### config.mk
export PLATFORM = sky130hd
export DESIGN_NAME = gain_control
export DESIGN_NICKNAME = d
export VERILOG_FILES = /design/src/gain_pkg.sv /design/src/gain_control.sv /design/src/pixel_gain_mult.sv
export SDC_FILE = /design/constraint.sdc
export NUM_CORES = 1
export LEC_CHECK = 0
export BUFFER_PORTS_ARGS = -buffer_cell sky130_fd_sc_hd__clkbuf_2
export CORE_UTILIZATION = 50
export CTS_BUF_LIST = sky130_fd_sc_hd__clkbuf_4
export CTS_CLUSTER_SIZE = 28
export DETAILED_ROUTE_END_ITERATION = 16
export PLACE_DENSITY = 0.77
export SLEW_MARGIN = 20
export SYNTH_ARGS = -nofsm -noshare
export SYNTH_HDL_FRONTEND = slang
export SYNTH_HIERARCHICAL = 1
export SYNTH_SLANG_ARGS = --single-unit
### constraint.sdc
create_clock -name mclk_i -period 5.37 [get_ports mclk_i]
set_clock_uncertainty 0.1 [all_clocks]
set_input_delay 0.537 -clock mclk_i [delete_from_list [all_inputs] [get_ports mclk_i]]
set_output_delay 0.537 -clock mclk_i [all_outputs]
set_load 0.01 [all_outputs]
### src/gain_pkg.sv
// Constants shared by the global gain control block
package gain_pkg;

   // Register offsets on the register port
   localparam logic [15:0] ANALOG_GAIN_ADDR  = 16'h5009;
   localparam logic [15:0] DIGITAL_GAIN_ADDR = 16'h500A;

   // Reset values
   localparam logic [7:0]  ANALOG_GAIN_RST   = 8'h03;
   localparam logic [7:0]  DIGITAL_GAIN_RST  = 8'h00;

   // Field positions of the analog gain register
   localparam int          COARSE_MSB        = 6;
   localparam int          COARSE_LSB        = 3;
   localparam int          FINE_MSB          = 2;
   localparam int          FINE_LSB          = 0;

   // Field positions of the digital gain register
   localparam int          POW_MSB           = 7;
   localparam int          POW_LSB           = 5;
   localparam int          FRAC_MSB          = 4;
   localparam int          FRAC_LSB          = 0;

   // Highest defined coarse code and fine code of unity
   localparam logic [3:0]  COARSE_MAX        = 4'hA;
   localparam logic [2:0]  FINE_UNITY        = 3'h3;

   // Analog gain in thousandths: row gain at unity fine code
   localparam int          MILLI_W           = 17;
   localparam logic [16:0] ROW_MILLI_0       = 17'h003E8;
   localparam logic [16:0] ROW_MILLI_1       = 17'h007D0;
   localparam logic [16:0] ROW_MILLI_2       = 17'h00BB8;
   localparam logic [16:0] ROW_MILLI_3       = 17'h00FA0;
   localparam logic [16:0] ROW_MILLI_4       = 17'h01388;
   localparam logic [16:0] ROW_MILLI_5       = 17'h01770;
   localparam logic [16:0] ROW_MILLI_6       = 17'h01B93;
   localparam logic [16:0] ROW_MILLI_7       = 17'h01F40;
   localparam logic [16:0] ROW_MILLI_8       = 17'h03E80;
   localparam logic [16:0] ROW_MILLI_9       = 17'h05DC0;
   localparam logic [16:0] ROW_MILLI_10      = 17'h0BB80;

   // Fine step: gain = row * (FINE_BIAS + fine) / 2^FINE_SHIFT
   localparam logic [3:0]  FINE_BIAS         = 4'h5;
   localparam int          FINE_SHIFT        = 3;

   // Digital gain: fraction denominator is 2^FRAC_SHIFT
   localparam int          FRAC_SHIFT        = 5;
   localparam logic [2:0]  POW_SHIFT_TOP     = 3'h4;

endpackage

### src/gain_control.sv
// Global analog and digital gain control with pixel stream gain stage
`timescale 1ns/1ps

// Behaviour
// - The analog gain register resets to 0x03, bits 6:3 coarse, 2:0 fine.
// - Coarse/fine codes go to the analog chain; 0000/011 is x1, 1010/111 x72.
// - The digital gain register resets to 0x00, bits 7:5 power, 4:0 fraction.
// - Each pixel is multiplied by power stage times (1 + fraction/32).
// - Power codes 000..011 give x1,x2,x4,x8 and any code with bit 7 set x16.
// - The fraction stage steps by 1/32, from x1.00 at 0 to about x1.97.
module gain_control
#(
   parameter int PIX_W = 10
)
(
   // Clock and reset
   input  wire logic             mclk_i,
   input  wire logic             rst_i,
   // Register port
   input  wire logic [15:0]      reg_addr_i,
   input  wire logic [7:0]       reg_wdata_i,
   input  wire logic             reg_wr_i,
   input  wire logic             reg_rd_i,
   output logic [7:0]            reg_rdata_o,
   output logic                  reg_rvalid_o,
   // Analog chain codes
   output logic [3:0]            coarse_gain_o,
   output logic [2:0]            fine_gain_o,
   output logic [16:0]           analog_gain_milli_o,
   output logic                  analog_code_bad_o,
   // Pixel stream from readout
   input  wire logic             pix_valid_i,
   input  wire logic [PIX_W-1:0] pix_data_i,
   // Pixel stream to image processing
   output logic                  pix_valid_o,
   output logic [PIX_W-1:0]      pix_data_o
);

   logic [6:0]  analog_r;
   logic [6:0]  analog_nxt;
   logic [7:0]  digital_r;
   logic [7:0]  digital_nxt;
   logic [7:0]  rdata_r;
   logic [7:0]  rdata_nxt;
   logic        rvalid_r;
   logic        rvalid_nxt;
   logic [16:0] milli_r;
   logic [16:0] milli_nxt;
   logic        bad_r;
   logic        bad_nxt;
   logic [16:0] row_milli;
   logic [20:0] fine_prod;
   logic [3:0]  coarse_code;
   logic [2:0]  fine_code;

   ////////////////////////////////////////////////////////////////////////
   // Row gain at the unity fine code, zero for undefined coarse codes
   function automatic logic [16:0] row_gain(input logic [3:0] coarse);
      case (coarse)
         4'h0:    row_gain = gain_pkg::ROW_MILLI_0;
         4'h1:    row_gain = gain_pkg::ROW_MILLI_1;
         4'h2:    row_gain = gain_pkg::ROW_MILLI_2;
         4'h3:    row_gain = gain_pkg::ROW_MILLI_3;
         4'h4:    row_gain = gain_pkg::ROW_MILLI_4;
         4'h5:    row_gain = gain_pkg::ROW_MILLI_5;
         4'h6:    row_gain = gain_pkg::ROW_MILLI_6;
         4'h7:    row_gain = gain_pkg::ROW_MILLI_7;
         4'h8:    row_gain = gain_pkg::ROW_MILLI_8;
         4'h9:    row_gain = gain_pkg::ROW_MILLI_9;
         4'hA:    row_gain = gain_pkg::ROW_MILLI_10;
         default: row_gain = 17'h00000;
      endcase
   endfunction

   ////////////////////////////////////////////////////////////////////////
   // Register writes and reads; bit 7 of the analog register is reserved
   always_comb
   begin
      analog_nxt  = analog_r;
      digital_nxt = digital_r;
      rdata_nxt   = rdata_r;
      rvalid_nxt  = reg_rd_i;
      if (reg_wr_i && reg_addr_i == gain_pkg::ANALOG_GAIN_ADDR)
         analog_nxt = reg_wdata_i[6:0];
      if (reg_wr_i && reg_addr_i == gain_pkg::DIGITAL_GAIN_ADDR)
         digital_nxt = reg_wdata_i;
      if (reg_rd_i)
      begin
         // Unmapped offsets read as zero
         case (reg_addr_i)
            gain_pkg::ANALOG_GAIN_ADDR:  rdata_nxt = {1'b0, analog_r};
            gain_pkg::DIGITAL_GAIN_ADDR: rdata_nxt = digital_r;
            default:                     rdata_nxt = 8'h00;
         endcase
      end
   end

   ////////////////////////////////////////////////////////////////////////
   // Field split of the analog register, shared by decode and outputs
   assign coarse_code = analog_r[gain_pkg::COARSE_MSB:gain_pkg::COARSE_LSB];
   assign fine_code   = analog_r[gain_pkg::FINE_MSB:gain_pkg::FINE_LSB];

   // Combined analog gain in thousandths, for monitoring and the chain
   always_comb
   begin
      row_milli = row_gain(coarse_code);
      fine_prod = 21'(row_milli) * 21'(gain_pkg::FINE_BIAS
                  + 4'(fine_code));
      milli_nxt = 17'(fine_prod >> gain_pkg::FINE_SHIFT);
      // Codes above the top row have no defined gain
      bad_nxt   = coarse_code > gain_pkg::COARSE_MAX;
   end

   // State registers
   always_ff @(posedge mclk_i)
   begin
      if (rst_i)
      begin
         analog_r  <= gain_pkg::ANALOG_GAIN_RST[6:0];
         digital_r <= gain_pkg::DIGITAL_GAIN_RST;
         rdata_r   <= 8'h00;
         rvalid_r  <= 1'b0;
         milli_r   <= 17'h00000;
         bad_r     <= 1'b0;
      end
      else
      begin
         analog_r  <= analog_nxt;
         digital_r <= digital_nxt;
         rdata_r   <= rdata_nxt;
         rvalid_r  <= rvalid_nxt;
         milli_r   <= milli_nxt;
         bad_r     <= bad_nxt;
      end
   end

   // Codes leave straight from the register so the chain sees no glitches
   assign coarse_gain_o       = coarse_code;
   assign fine_gain_o         = fine_code;
   assign analog_gain_milli_o = milli_r;
   assign analog_code_bad_o   = bad_r;
   assign reg_rdata_o         = rdata_r;
   assign reg_rvalid_o        = rvalid_r;

   ////////////////////////////////////////////////////////////////////////
   // Digital gain stage; a new setting applies from the next pixel taken
   pixel_gain_mult
   #(
      .PIX_W  (PIX_W),
      .FRAC_W (5)
   )
   u_mult
   (
      .mclk_i      (mclk_i),
      .rst_i       (rst_i),
      .pow_code_i  (digital_r[gain_pkg::POW_MSB:gain_pkg::POW_LSB]),
      .frac_code_i (digital_r[gain_pkg::FRAC_MSB:gain_pkg::FRAC_LSB]),
      .pix_valid_i (pix_valid_i),
      .pix_data_i  (pix_data_i),
      .pix_valid_o (pix_valid_o),
      .pix_data_o  (pix_data_o)
   );

   ////////////////////////////////////////////////////////////////////////
   // Checks
   // Reset checks look at the first edge after release only, so the
   // unknown state before the very first reset edge is never judged
   a_analog_reset_val: assert property (@(posedge mclk_i)
      $past(rst_i) && !rst_i |->
      {1'b0, coarse_gain_o, fine_gain_o} == gain_pkg::ANALOG_GAIN_RST)
      else $error("analog gain reset value wrong");
   a_digital_reset_val: assert property (@(posedge mclk_i)
      $past(rst_i) && !rst_i |-> digital_r == gain_pkg::DIGITAL_GAIN_RST &&
      reg_rdata_o == 8'h00 && pix_valid_o == 1'b0)
      else $error("reset outputs wrong");
   a_analog_write_back: assert property (@(posedge mclk_i)
      disable iff (rst_i)
      reg_wr_i && reg_addr_i == gain_pkg::ANALOG_GAIN_ADDR ##1
      reg_rd_i && reg_addr_i == gain_pkg::ANALOG_GAIN_ADDR |=>
      reg_rvalid_o && reg_rdata_o == ($past(reg_wdata_i, 2) & 8'h7F))
      else $error("analog register readback wrong");
   a_digital_write_back: assert property (@(posedge mclk_i)
      disable iff (rst_i)
      reg_wr_i && reg_addr_i == gain_pkg::DIGITAL_GAIN_ADDR ##1
      reg_rd_i && reg_addr_i == gain_pkg::DIGITAL_GAIN_ADDR |=>
      reg_rvalid_o && reg_rdata_o == $past(reg_wdata_i, 2))
      else $error("digital register readback wrong");
   a_unity_analog: assert property (@(posedge mclk_i)
      disable iff (rst_i)
      coarse_gain_o == 4'h0 && fine_gain_o == gain_pkg::FINE_UNITY |=>
      analog_gain_milli_o == 17'h003E8)
      else $error("unity analog gain wrong");
   a_max_analog: assert property (@(posedge mclk_i)
      disable iff (rst_i)
      coarse_gain_o == 4'hA && fine_gain_o == 3'h7 ##1
      coarse_gain_o == 4'hA && fine_gain_o == 3'h7 |->
      analog_gain_milli_o == 17'h11940)
      else $error("maximum analog gain wrong");
   a_bad_coarse_flag: assert property (@(posedge mclk_i)
      disable iff (rst_i)
      coarse_gain_o > gain_pkg::COARSE_MAX |=>
      analog_code_bad_o && analog_gain_milli_o == 17'h00000)
      else $error("undefined coarse code not flagged");
   c_analog_write: cover property (@(posedge mclk_i) disable iff (rst_i)
      reg_wr_i && reg_addr_i == 16'h5009);
   c_digital_max: cover property (@(posedge mclk_i) disable iff (rst_i)
      digital_r == 8'hFF && pix_valid_i);
   c_unmapped_read: cover property (@(posedge mclk_i) disable iff (rst_i)
      reg_rd_i && reg_addr_i == 16'h5008);

endmodule

### src/pixel_gain_mult.sv
// Digital gain stage: pixel times power-of-two times fraction, clipped
`timescale 1ns/1ps

module pixel_gain_mult
#(
   parameter int PIX_W  = 10,
   parameter int FRAC_W = 5
)
(
   // Clock and reset
   input  wire logic              mclk_i,
   input  wire logic              rst_i,
   // Gain setting
   input  wire logic [2:0]        pow_code_i,
   input  wire logic [FRAC_W-1:0] frac_code_i,
   // Pixel stream in
   input  wire logic              pix_valid_i,
   input  wire logic [PIX_W-1:0]  pix_data_i,
   // Pixel stream out
   output logic                   pix_valid_o,
   output logic [PIX_W-1:0]       pix_data_o
);

   localparam int MUL_W  = PIX_W + FRAC_W + 1;
   localparam int WIDE_W = MUL_W + 4;
   localparam logic [WIDE_W-1:0] PIX_MAX = WIDE_W'((1 << PIX_W) - 1);

   logic [2:0]        shift_amt;
   logic [MUL_W-1:0]  mult;
   logic [WIDE_W-1:0] wide;
   logic [PIX_W-1:0]  data_nxt;
   logic [PIX_W-1:0]  data_r;
   logic              valid_r;

   ////////////////////////////////////////////////////////////////////////
   // Power stage: top code bit forces x16, ignoring the low bits
   always_comb
   begin
      shift_amt = pow_code_i[2] ? gain_pkg::POW_SHIFT_TOP
                                : {1'b0, pow_code_i[1:0]};
      mult = MUL_W'(pix_data_i) * MUL_W'({1'b1, frac_code_i});
      wide = (WIDE_W'(mult) << shift_amt) >> gain_pkg::FRAC_SHIFT;
      // Saturate instead of wrapping so highlights stay white
      data_nxt = (wide > PIX_MAX) ? {PIX_W{1'b1}}
                                  : wide[PIX_W-1:0];
   end

   // Output register: one cycle of latency, data holds between pixels
   always_ff @(posedge mclk_i)
   begin
      if (rst_i)
      begin
         valid_r <= 1'b0;
         data_r  <= '0;
      end
      else
      begin
         valid_r <= pix_valid_i;
         if (pix_valid_i)
            data_r <= data_nxt;
      end
   end

   assign pix_valid_o = valid_r;
   assign pix_data_o  = data_r;

   ////////////////////////////////////////////////////////////////////////
   // Checks
   a_gain_product: assert property (@(posedge mclk_i)
      disable iff (rst_i)
      pix_valid_i && !pow_code_i[2] |=> pix_valid_o &&
      (longint'(pix_data_o) == ((((longint'($past(pix_data_i))
         * (32 + longint'($past(frac_code_i))))
         << $past(pow_code_i[1:0])) >> 5) > 1023 ? 1023 :
       (((longint'($past(pix_data_i)) * (32 + longint'($past(frac_code_i))))
         << $past(pow_code_i[1:0])) >> 5))))
      else $error("digital gain product wrong");
   a_pow_top_x16: assert property (@(posedge mclk_i)
      disable iff (rst_i)
      pix_valid_i && pow_code_i[2] && frac_code_i == '0 |=>
      longint'(pix_data_o) == ((longint'($past(pix_data_i)) * 16 > 1023)
         ? 1023 : longint'($past(pix_data_i)) * 16))
      else $error("top power code not x16");
   a_frac_unity: assert property (@(posedge mclk_i)
      disable iff (rst_i)
      pix_valid_i && pow_code_i == 3'h0 && frac_code_i == '0 |=>
      pix_data_o == $past(pix_data_i))
      else $error("unity gain changed pixel");
   a_clip_max: assert property (@(posedge mclk_i) disable iff (rst_i)
      pix_valid_i && pix_data_i == {PIX_W{1'b1}} && frac_code_i != '0 |=>
      pix_data_o == {PIX_W{1'b1}})
      else $error("pixel wrapped instead of clipping");
   c_clip_seen: cover property (@(posedge mclk_i) disable iff (rst_i)
      pix_valid_i && wide > PIX_MAX);

endmodule

-- Word level (Yosys, flattened, before mapping)
Memories as Yosys holds them, arrays and structs flattened. A register that Yosys moved wholly into a read port is not among the register bits.
Cells that the tools add are included.
- add/sub/neg operators: 1
- $mul: 2
- order comparisons: 2
- eq/ne operators: 2
- shifts and indexed selects: 1
- multiplexer cells: 5
- reductions and logical operators: 2
- operator list (operator ; number):
    equality test 16 x 15 -> 1 bit, second input constant ; 2
    multiplier 17 x 4 -> 20 bit ; 1
    << shifter 16 x 3 -> 20 bit ; 1
    multiplier 10 x 6 -> 16 bit ; 1
    case mux 8 bit (2 select lines) ; 1
    greater-than comparator 15 x 10 -> 1 bit, second input constant ; 1
    two-way mux 10 bit ; 1
    two-way mux 4 bit ; 2
    adder 3 x 3 -> 4 bit, first input constant ; 1
    greater-than comparator 4 bit, second input constant ; 1
    two-way mux 3 bit ; 1
    logical AND 1 bit ; 2
- flip-flop bits (word level): 53
- bits in read-only memories: 240
- input bits: 39
- output and inout port bits: 45
- word-level logic and storage cells: 24
- memories kept: 1
- memory list (memory ; words ; bits a word ; read ports ; clocked after Yosys merged registers in ; wr ports ; line ; source):
    (no name shown) ; 16 ; 15 ; 1 ; 1 ; 0 ; gain_control.sv:59 ; case (coarse)

-- Logic depth before layout (Yosys ltp)
- depth after elaboration: 4
- gate-level depth with buffers: 19
- depth with buffers taken out: 16

-- Hierarchy
The synthesis kept the hierarchy.
- by module, submodules not included (module ; instances ; cells each ; area an instance (sq um) ; sequential area each (sq um)):
    gain_control ; 1 ; 439 ; 3873.7 ; 1121.1
    pixel_gain_mult ; 1 ; 319 ; 2696.3 ; 220.2

-- Worst setup path before layout
OpenSTA, ideal clock, no wires.
- path kind: input-to-reg
- from: in pix_data_i[1]
- to: reg u_mult.data_r[7], in the netlist u_mult/pix_data_o[7]
- setup time: 0.134 ns
- arrival: 4.300 ns
- setup slack: 0.837 ns
- stages: 16
- buffers on the path: 1
- cell sequence: and2_1 > fa_1 > inv_1 > fa_1 > fa_1 > inv_1 > ha_1 > nor2b_1 > o31a_1 > nor4b_2 > nor2_1 > or3_1 > o211ai_1 > and4_1 > buf_6 > a311oi_1
- longest elaborated chain between the ends: 4
- RTL lines (what ; line ; source):
    start: declaration ; gain_control.sv:33 ; input wire logic [PIX_W-1:0] pix_data_i,
    multiplier 10 x 6 -> 16 bit (*) ; pixel_gain_mult.sv:41 ; mult = MUL_W'(pix_data_i) * MUL_W'({1'b1, frac_code_i});
    << shifter 16 x 3 -> 20 bit (*) ; pixel_gain_mult.sv:42 ; wide = (WIDE_W'(mult) << shift_amt) >> gain_pkg::FRAC_SHIFT;
    greater-than comparator 15 x 10 -> 1 bit ; pixel_gain_mult.sv:44 ; data_nxt = (wide > PIX_MAX) ? {PIX_W{1'b1}}
    two-way mux 10 bit (*) ; pixel_gain_mult.sv:44 ;
    end signal: assignment ; pixel_gain_mult.sv:60 ; data_r <= data_nxt;
    end: declaration ; pixel_gain_mult.sv:32 ; logic [PIX_W-1:0] data_r;
Mark *: on every way between the ends. The rest lies on a longest branch, timed or not.
A chain may end at the register's enable or synchronous reset.

-- Worst setup path in the final report
- from: reg digital_r[2]
- to: reg u_mult.data_r[7], in the netlist u_mult/pix_data_o[7]
- longest elaborated chain between the ends: 4
- RTL lines (what ; line ; source):
    start: declaration ; gain_control.sv:41 ; logic [7:0] digital_r;
    start signal: assignment ; gain_control.sv:120 ; digital_r <= gain_pkg::DIGITAL_GAIN_RST;
    start signal: assignment ; gain_control.sv:129 ; digital_r <= digital_nxt;
    multiplier 10 x 6 -> 16 bit (*) ; pixel_gain_mult.sv:41 ;
    << shifter 16 x 3 -> 20 bit (*) ; pixel_gain_mult.sv:42 ;
    greater-than comparator 15 x 10 -> 1 bit ; pixel_gain_mult.sv:44 ;
    two-way mux 10 bit (*) ; pixel_gain_mult.sv:44 ;
Marked as above.

==> summary.md <==
| Metric | Value |
|---|---|
| Fin nets | 976 |
| Lkg Pwr | 3.49 nW |
| Overall fraction of global-route tracks in use | 0.218 |
| Number of H-tree branching levels | 3 |
| Initial Util | 0.516 |
| Crit Path Max Fanout | 12 |
| Number of distinct library cell variants in the gate-level netlist after synthesis | 65 |
| WP data required | 5570 ps |
| Floorplan die area | 13600 sq um |
| Placed instance area | 7110 sq um |
| Worst Setup End Kind | flip-flop |
| Commonest non-fill, non-tap cells in the layout | inv_1 (91), clkbuf_2 (83), and2_1 (71) |
| Number of pins exceeding their max-slew limit in the final report | 0 |
| First-pass iteration count of the detailed router | 7 |
| Startpoint Class | flip-flop |
| Antenna diode instance count | 0 |
| Hold depth | 2 |
| Gate count after technology mapping | 758 |
| Worst Max-Slew Pin Slew | 936 ps |
| Synthesized area divided by synthesized cell count | 8.67 sq um |
| Routability congestion estimate from global placement | 0.865 |
| Sequential cell area fraction in the yosys report | 0.204 |
| Worst path depth | 15 |
| RR Endpoint | u_mult/pix_data_o[7]$_SDFFE_PP0P_ |
| Count of flip-flops with a built-in enable after synthesis | 0 |
| Commonest register cell after synthesis | dfxtp_1 |
| Critical path startpoint | digital_r[2]$_SDFFE_PP0P_ |
| Total core area | 12700 sq um |
| Fraction of layout cells with a size suffix above 1 | 0.156 |
| Number of DRC violations after detailed-routing iteration 0 | 290 |
| Total Neg Setup Slack | 0 ps |
| Crit path cell chain | and2_1, fa_1, inv_1, fa_1, fa_1, inv_1, ha_1, nor2b_1, o31a_1, nor4b_2, nor2_1, or3_1, o211ai_1, and4_1, a311oi_1 |
| Kind of cell adding the most delay to the critical path | adder cells |
| RSZ-0062 raised after global routing | false |
| Final HPWL from detailed placement | 10.8 mm |
| Reg2reg start | digital_r[2]$_SDFFE_PP0P_ |
| Vias in the first global route | 5147 |
| WP buf/inv | 2 |
| Fraction of the cycle the final worst path needs | 0.909 |
| Initial antenna violation count | 0 |
| Clk slew on worst S/H paths | 110 ps |
| Pin count of the biggest net entering global routing | 37 |
| Worst Hold Class | input port to flip-flop |
| Port bufs | 83 |
| Worst-case vdd ir drop | 96.0 uV |
| Final routed wire length divided by cell count | 13.6 um |
| Rows | 41 |
| Critical Path End | u_mult/pix_data_o[7]$_SDFFE_PP0P_ |
| Synthesis warning total | 6 |
| Routed Wire Length | 13.7 mm |
| Residual overflow from global routing | 0 |
| Post-Syn Nets | 907 |
| Number of ports placed on the die boundary | 84 |
| Largest area contributor in the synthesized netlist | dfxtp_1 |
| Drt via density | 5.38 |
| Slowest stage delay, CP | 550 ps |
| Syn Std Cell Area | 6570 sq um |
| Max Cap Viol | 0 |
| Final instance area | 7270 sq um |
| Count of endpoints failing setup in the final report | 0 |
| Number of antenna-violating nets in the routed design | 0 |
| Run status | finished clean |
| Clock period minus worst slack | 4880 ps |
| Highest achievable clock rate | 205 MHz |
| Flop and latch count out of synthesis | 67 |
| Start point of the worst hold path | reg_wdata_i[1] |
| Category of the critical setup timing path | flip-flop to flip-flop |
| Relative area change from synthesis to final layout | 10.6% |
| Most common cell after layout, fill and taps aside | inv_1 |
| Count of vias placed by the detailed router | 5399 |
| Clk Tree Root Cell | clkbuf_4 |
| Worst-case headroom to the max-slew limit | 0.375 |
| Leading cell types by total area after synthesis | dfxtp_1 (20%), fa_1 (17%), ha_1 (10%) |
| Remaining DRCs | 0 |
| Cts-stage hold buffer count | 0 |
| Library cell contributing the largest single delay on the critical path | fa_1 |
| Die width | 117 um |
| Setup slack, reg-to-reg | 490 ps |
| Number of cells on the worst reg-to-reg path | 15 |
| Power Density | 139 nW/um^2 |
| Count of cells resized by post-cts repair | 0 |
| Wire length of the first global-routing pass | 23.3 mm |
| Share of synthesized registers carrying an async set or reset | 0 |
| Number of sinks on the clock net | 67 |
| Cell repeated most along the worst path | fa_1 |
| Y dimension of the die | 117 um |
| Number of CTS-inserted buffers | 9 |
| Skew-Pair Late Insertion Delay | 440 ps |
| Top cell type's share of synthesized area | 0.204 |
| Clock tree from TritonCTS | yes |
| Post-CTS setup buffer count | 0 |
| Worst path arrival time | 5090 ps |
| Final hold violation count | 0 |
| Max clock buf depth | 2 |
## state kept, by name, indices dropped and copies added (netlist names)
register             cells
analog_gain_milli_o     17
analog_r                 7
reg_rvalid_o             1
u_mult/pix_data_o       10
reg_rdata_o              8
u_mult/pix_valid_o       1
digital_r                8
row_milli               14
analog_code_bad_o        1
## logic make-up (layout without fill, tap and decap cells)
| kind of cell | count (synthesis) | in the layout | synth area share |
|---|---|---|---|
| XOR/XNOR | 24 | 24 | 0.0320 |
| adder cells (fa/ha/maj) | 110 | 110 | 0.275 |
| buffers and inverters | 124 | 198 | 0.0747 |
| AND/OR/NAND/NOR | 274 | 274 | 0.231 |
| AO/OA/AOI/OAI | 132 | 132 | 0.138 |
| multiplexers | 27 | 27 | 0.0453 |
| flip-flops | 67 | 67 | 0.204 |
## worst min path at each step
stage                                   to  slack, ps
2_1_floorplan    digital_r[3]$_SDFFE_PP0P_        350
3_3_place_gp   reg_rdata_o[7]$_SDFFE_PP0P_        370
3_5_place_dp   reg_rdata_o[7]$_SDFFE_PP0P_        370
4_1_cts           analog_r[1]$_SDFFE_PP1P_        200
5_1_grt           analog_r[0]$_SDFFE_PP1P_        210
6_report          analog_r[1]$_SDFFE_PP1P_        220
## routing by layer
| layer | track usage | vias up | wire, um |
|---|---|---|---|
| met5 | 0 | - | 0 |
| met4 | 0.0734 | 0 | 208 |
| met3 | 0.0343 | 19 | 474 |
| met2 | 0.396 | 116 | 6970 |
| met1 | 0.262 | 2579 | 6030 |
| li1 | - | 2685 | - |
## synth_stat cells (5+ instances only)
| cell | n |
|---|---|
| xor2_1 | 10 |
| o211ai_1 | 5 |
| mux2i_1 | 23 |
| and2_1 | 71 |
| nand3_1 | 17 |
| fa_1 | 57 |
| a21o_1 | 12 |
| xnor2_1 | 14 |
| a22oi_1 | 8 |
| o21ai_0 | 18 |
| clkbuf_1 | 21 |
| nor4b_2 | 6 |
| a211oi_1 | 24 |
| a21oi_1 | 30 |
| nor3b_1 | 7 |
| inv_1 | 91 |
| nor2_1 | 53 |
| nand2_1 | 47 |
| nor3_1 | 11 |
| dfxtp_1 | 67 |
| nand2b_1 | 15 |
| nand4_1 | 5 |
| ha_1 | 53 |
| nor2b_1 | 20 |
## stage by stage
stage	std cells	power (mW)	setup slack [ps]	utilization	hold slack, ps
final	1004	1.01	487	0.571	225
after global routing	1004	1.05	174	0.571	206
after CTS	1004	1.02	496	0.571	203
after detailed placement	988	0.634	335	0.559	374
after global placement	988	0.632	369	0.559	365
after floorplan	758	0.590	837	-	348
## power by group
| group | switching, mW | internal [mW] |
|---|---|---|
| sequential | 0.00536 | 0.508 |
| clock | 0.189 | 0.198 |
| combinational | 0.0634 | 0.0455 |
## layout make-up
type                    instances  area (sq um)
clock buffers                  11          82.6
inverters                      92           345
repair buffers                 90           468
clock inverters                 5          77.6
well taps                     172           215
flip-flops and latches         67          1340
fillers                      1174          5450
multi-input cells             567          4740
(Power assumes the default switching activity.)
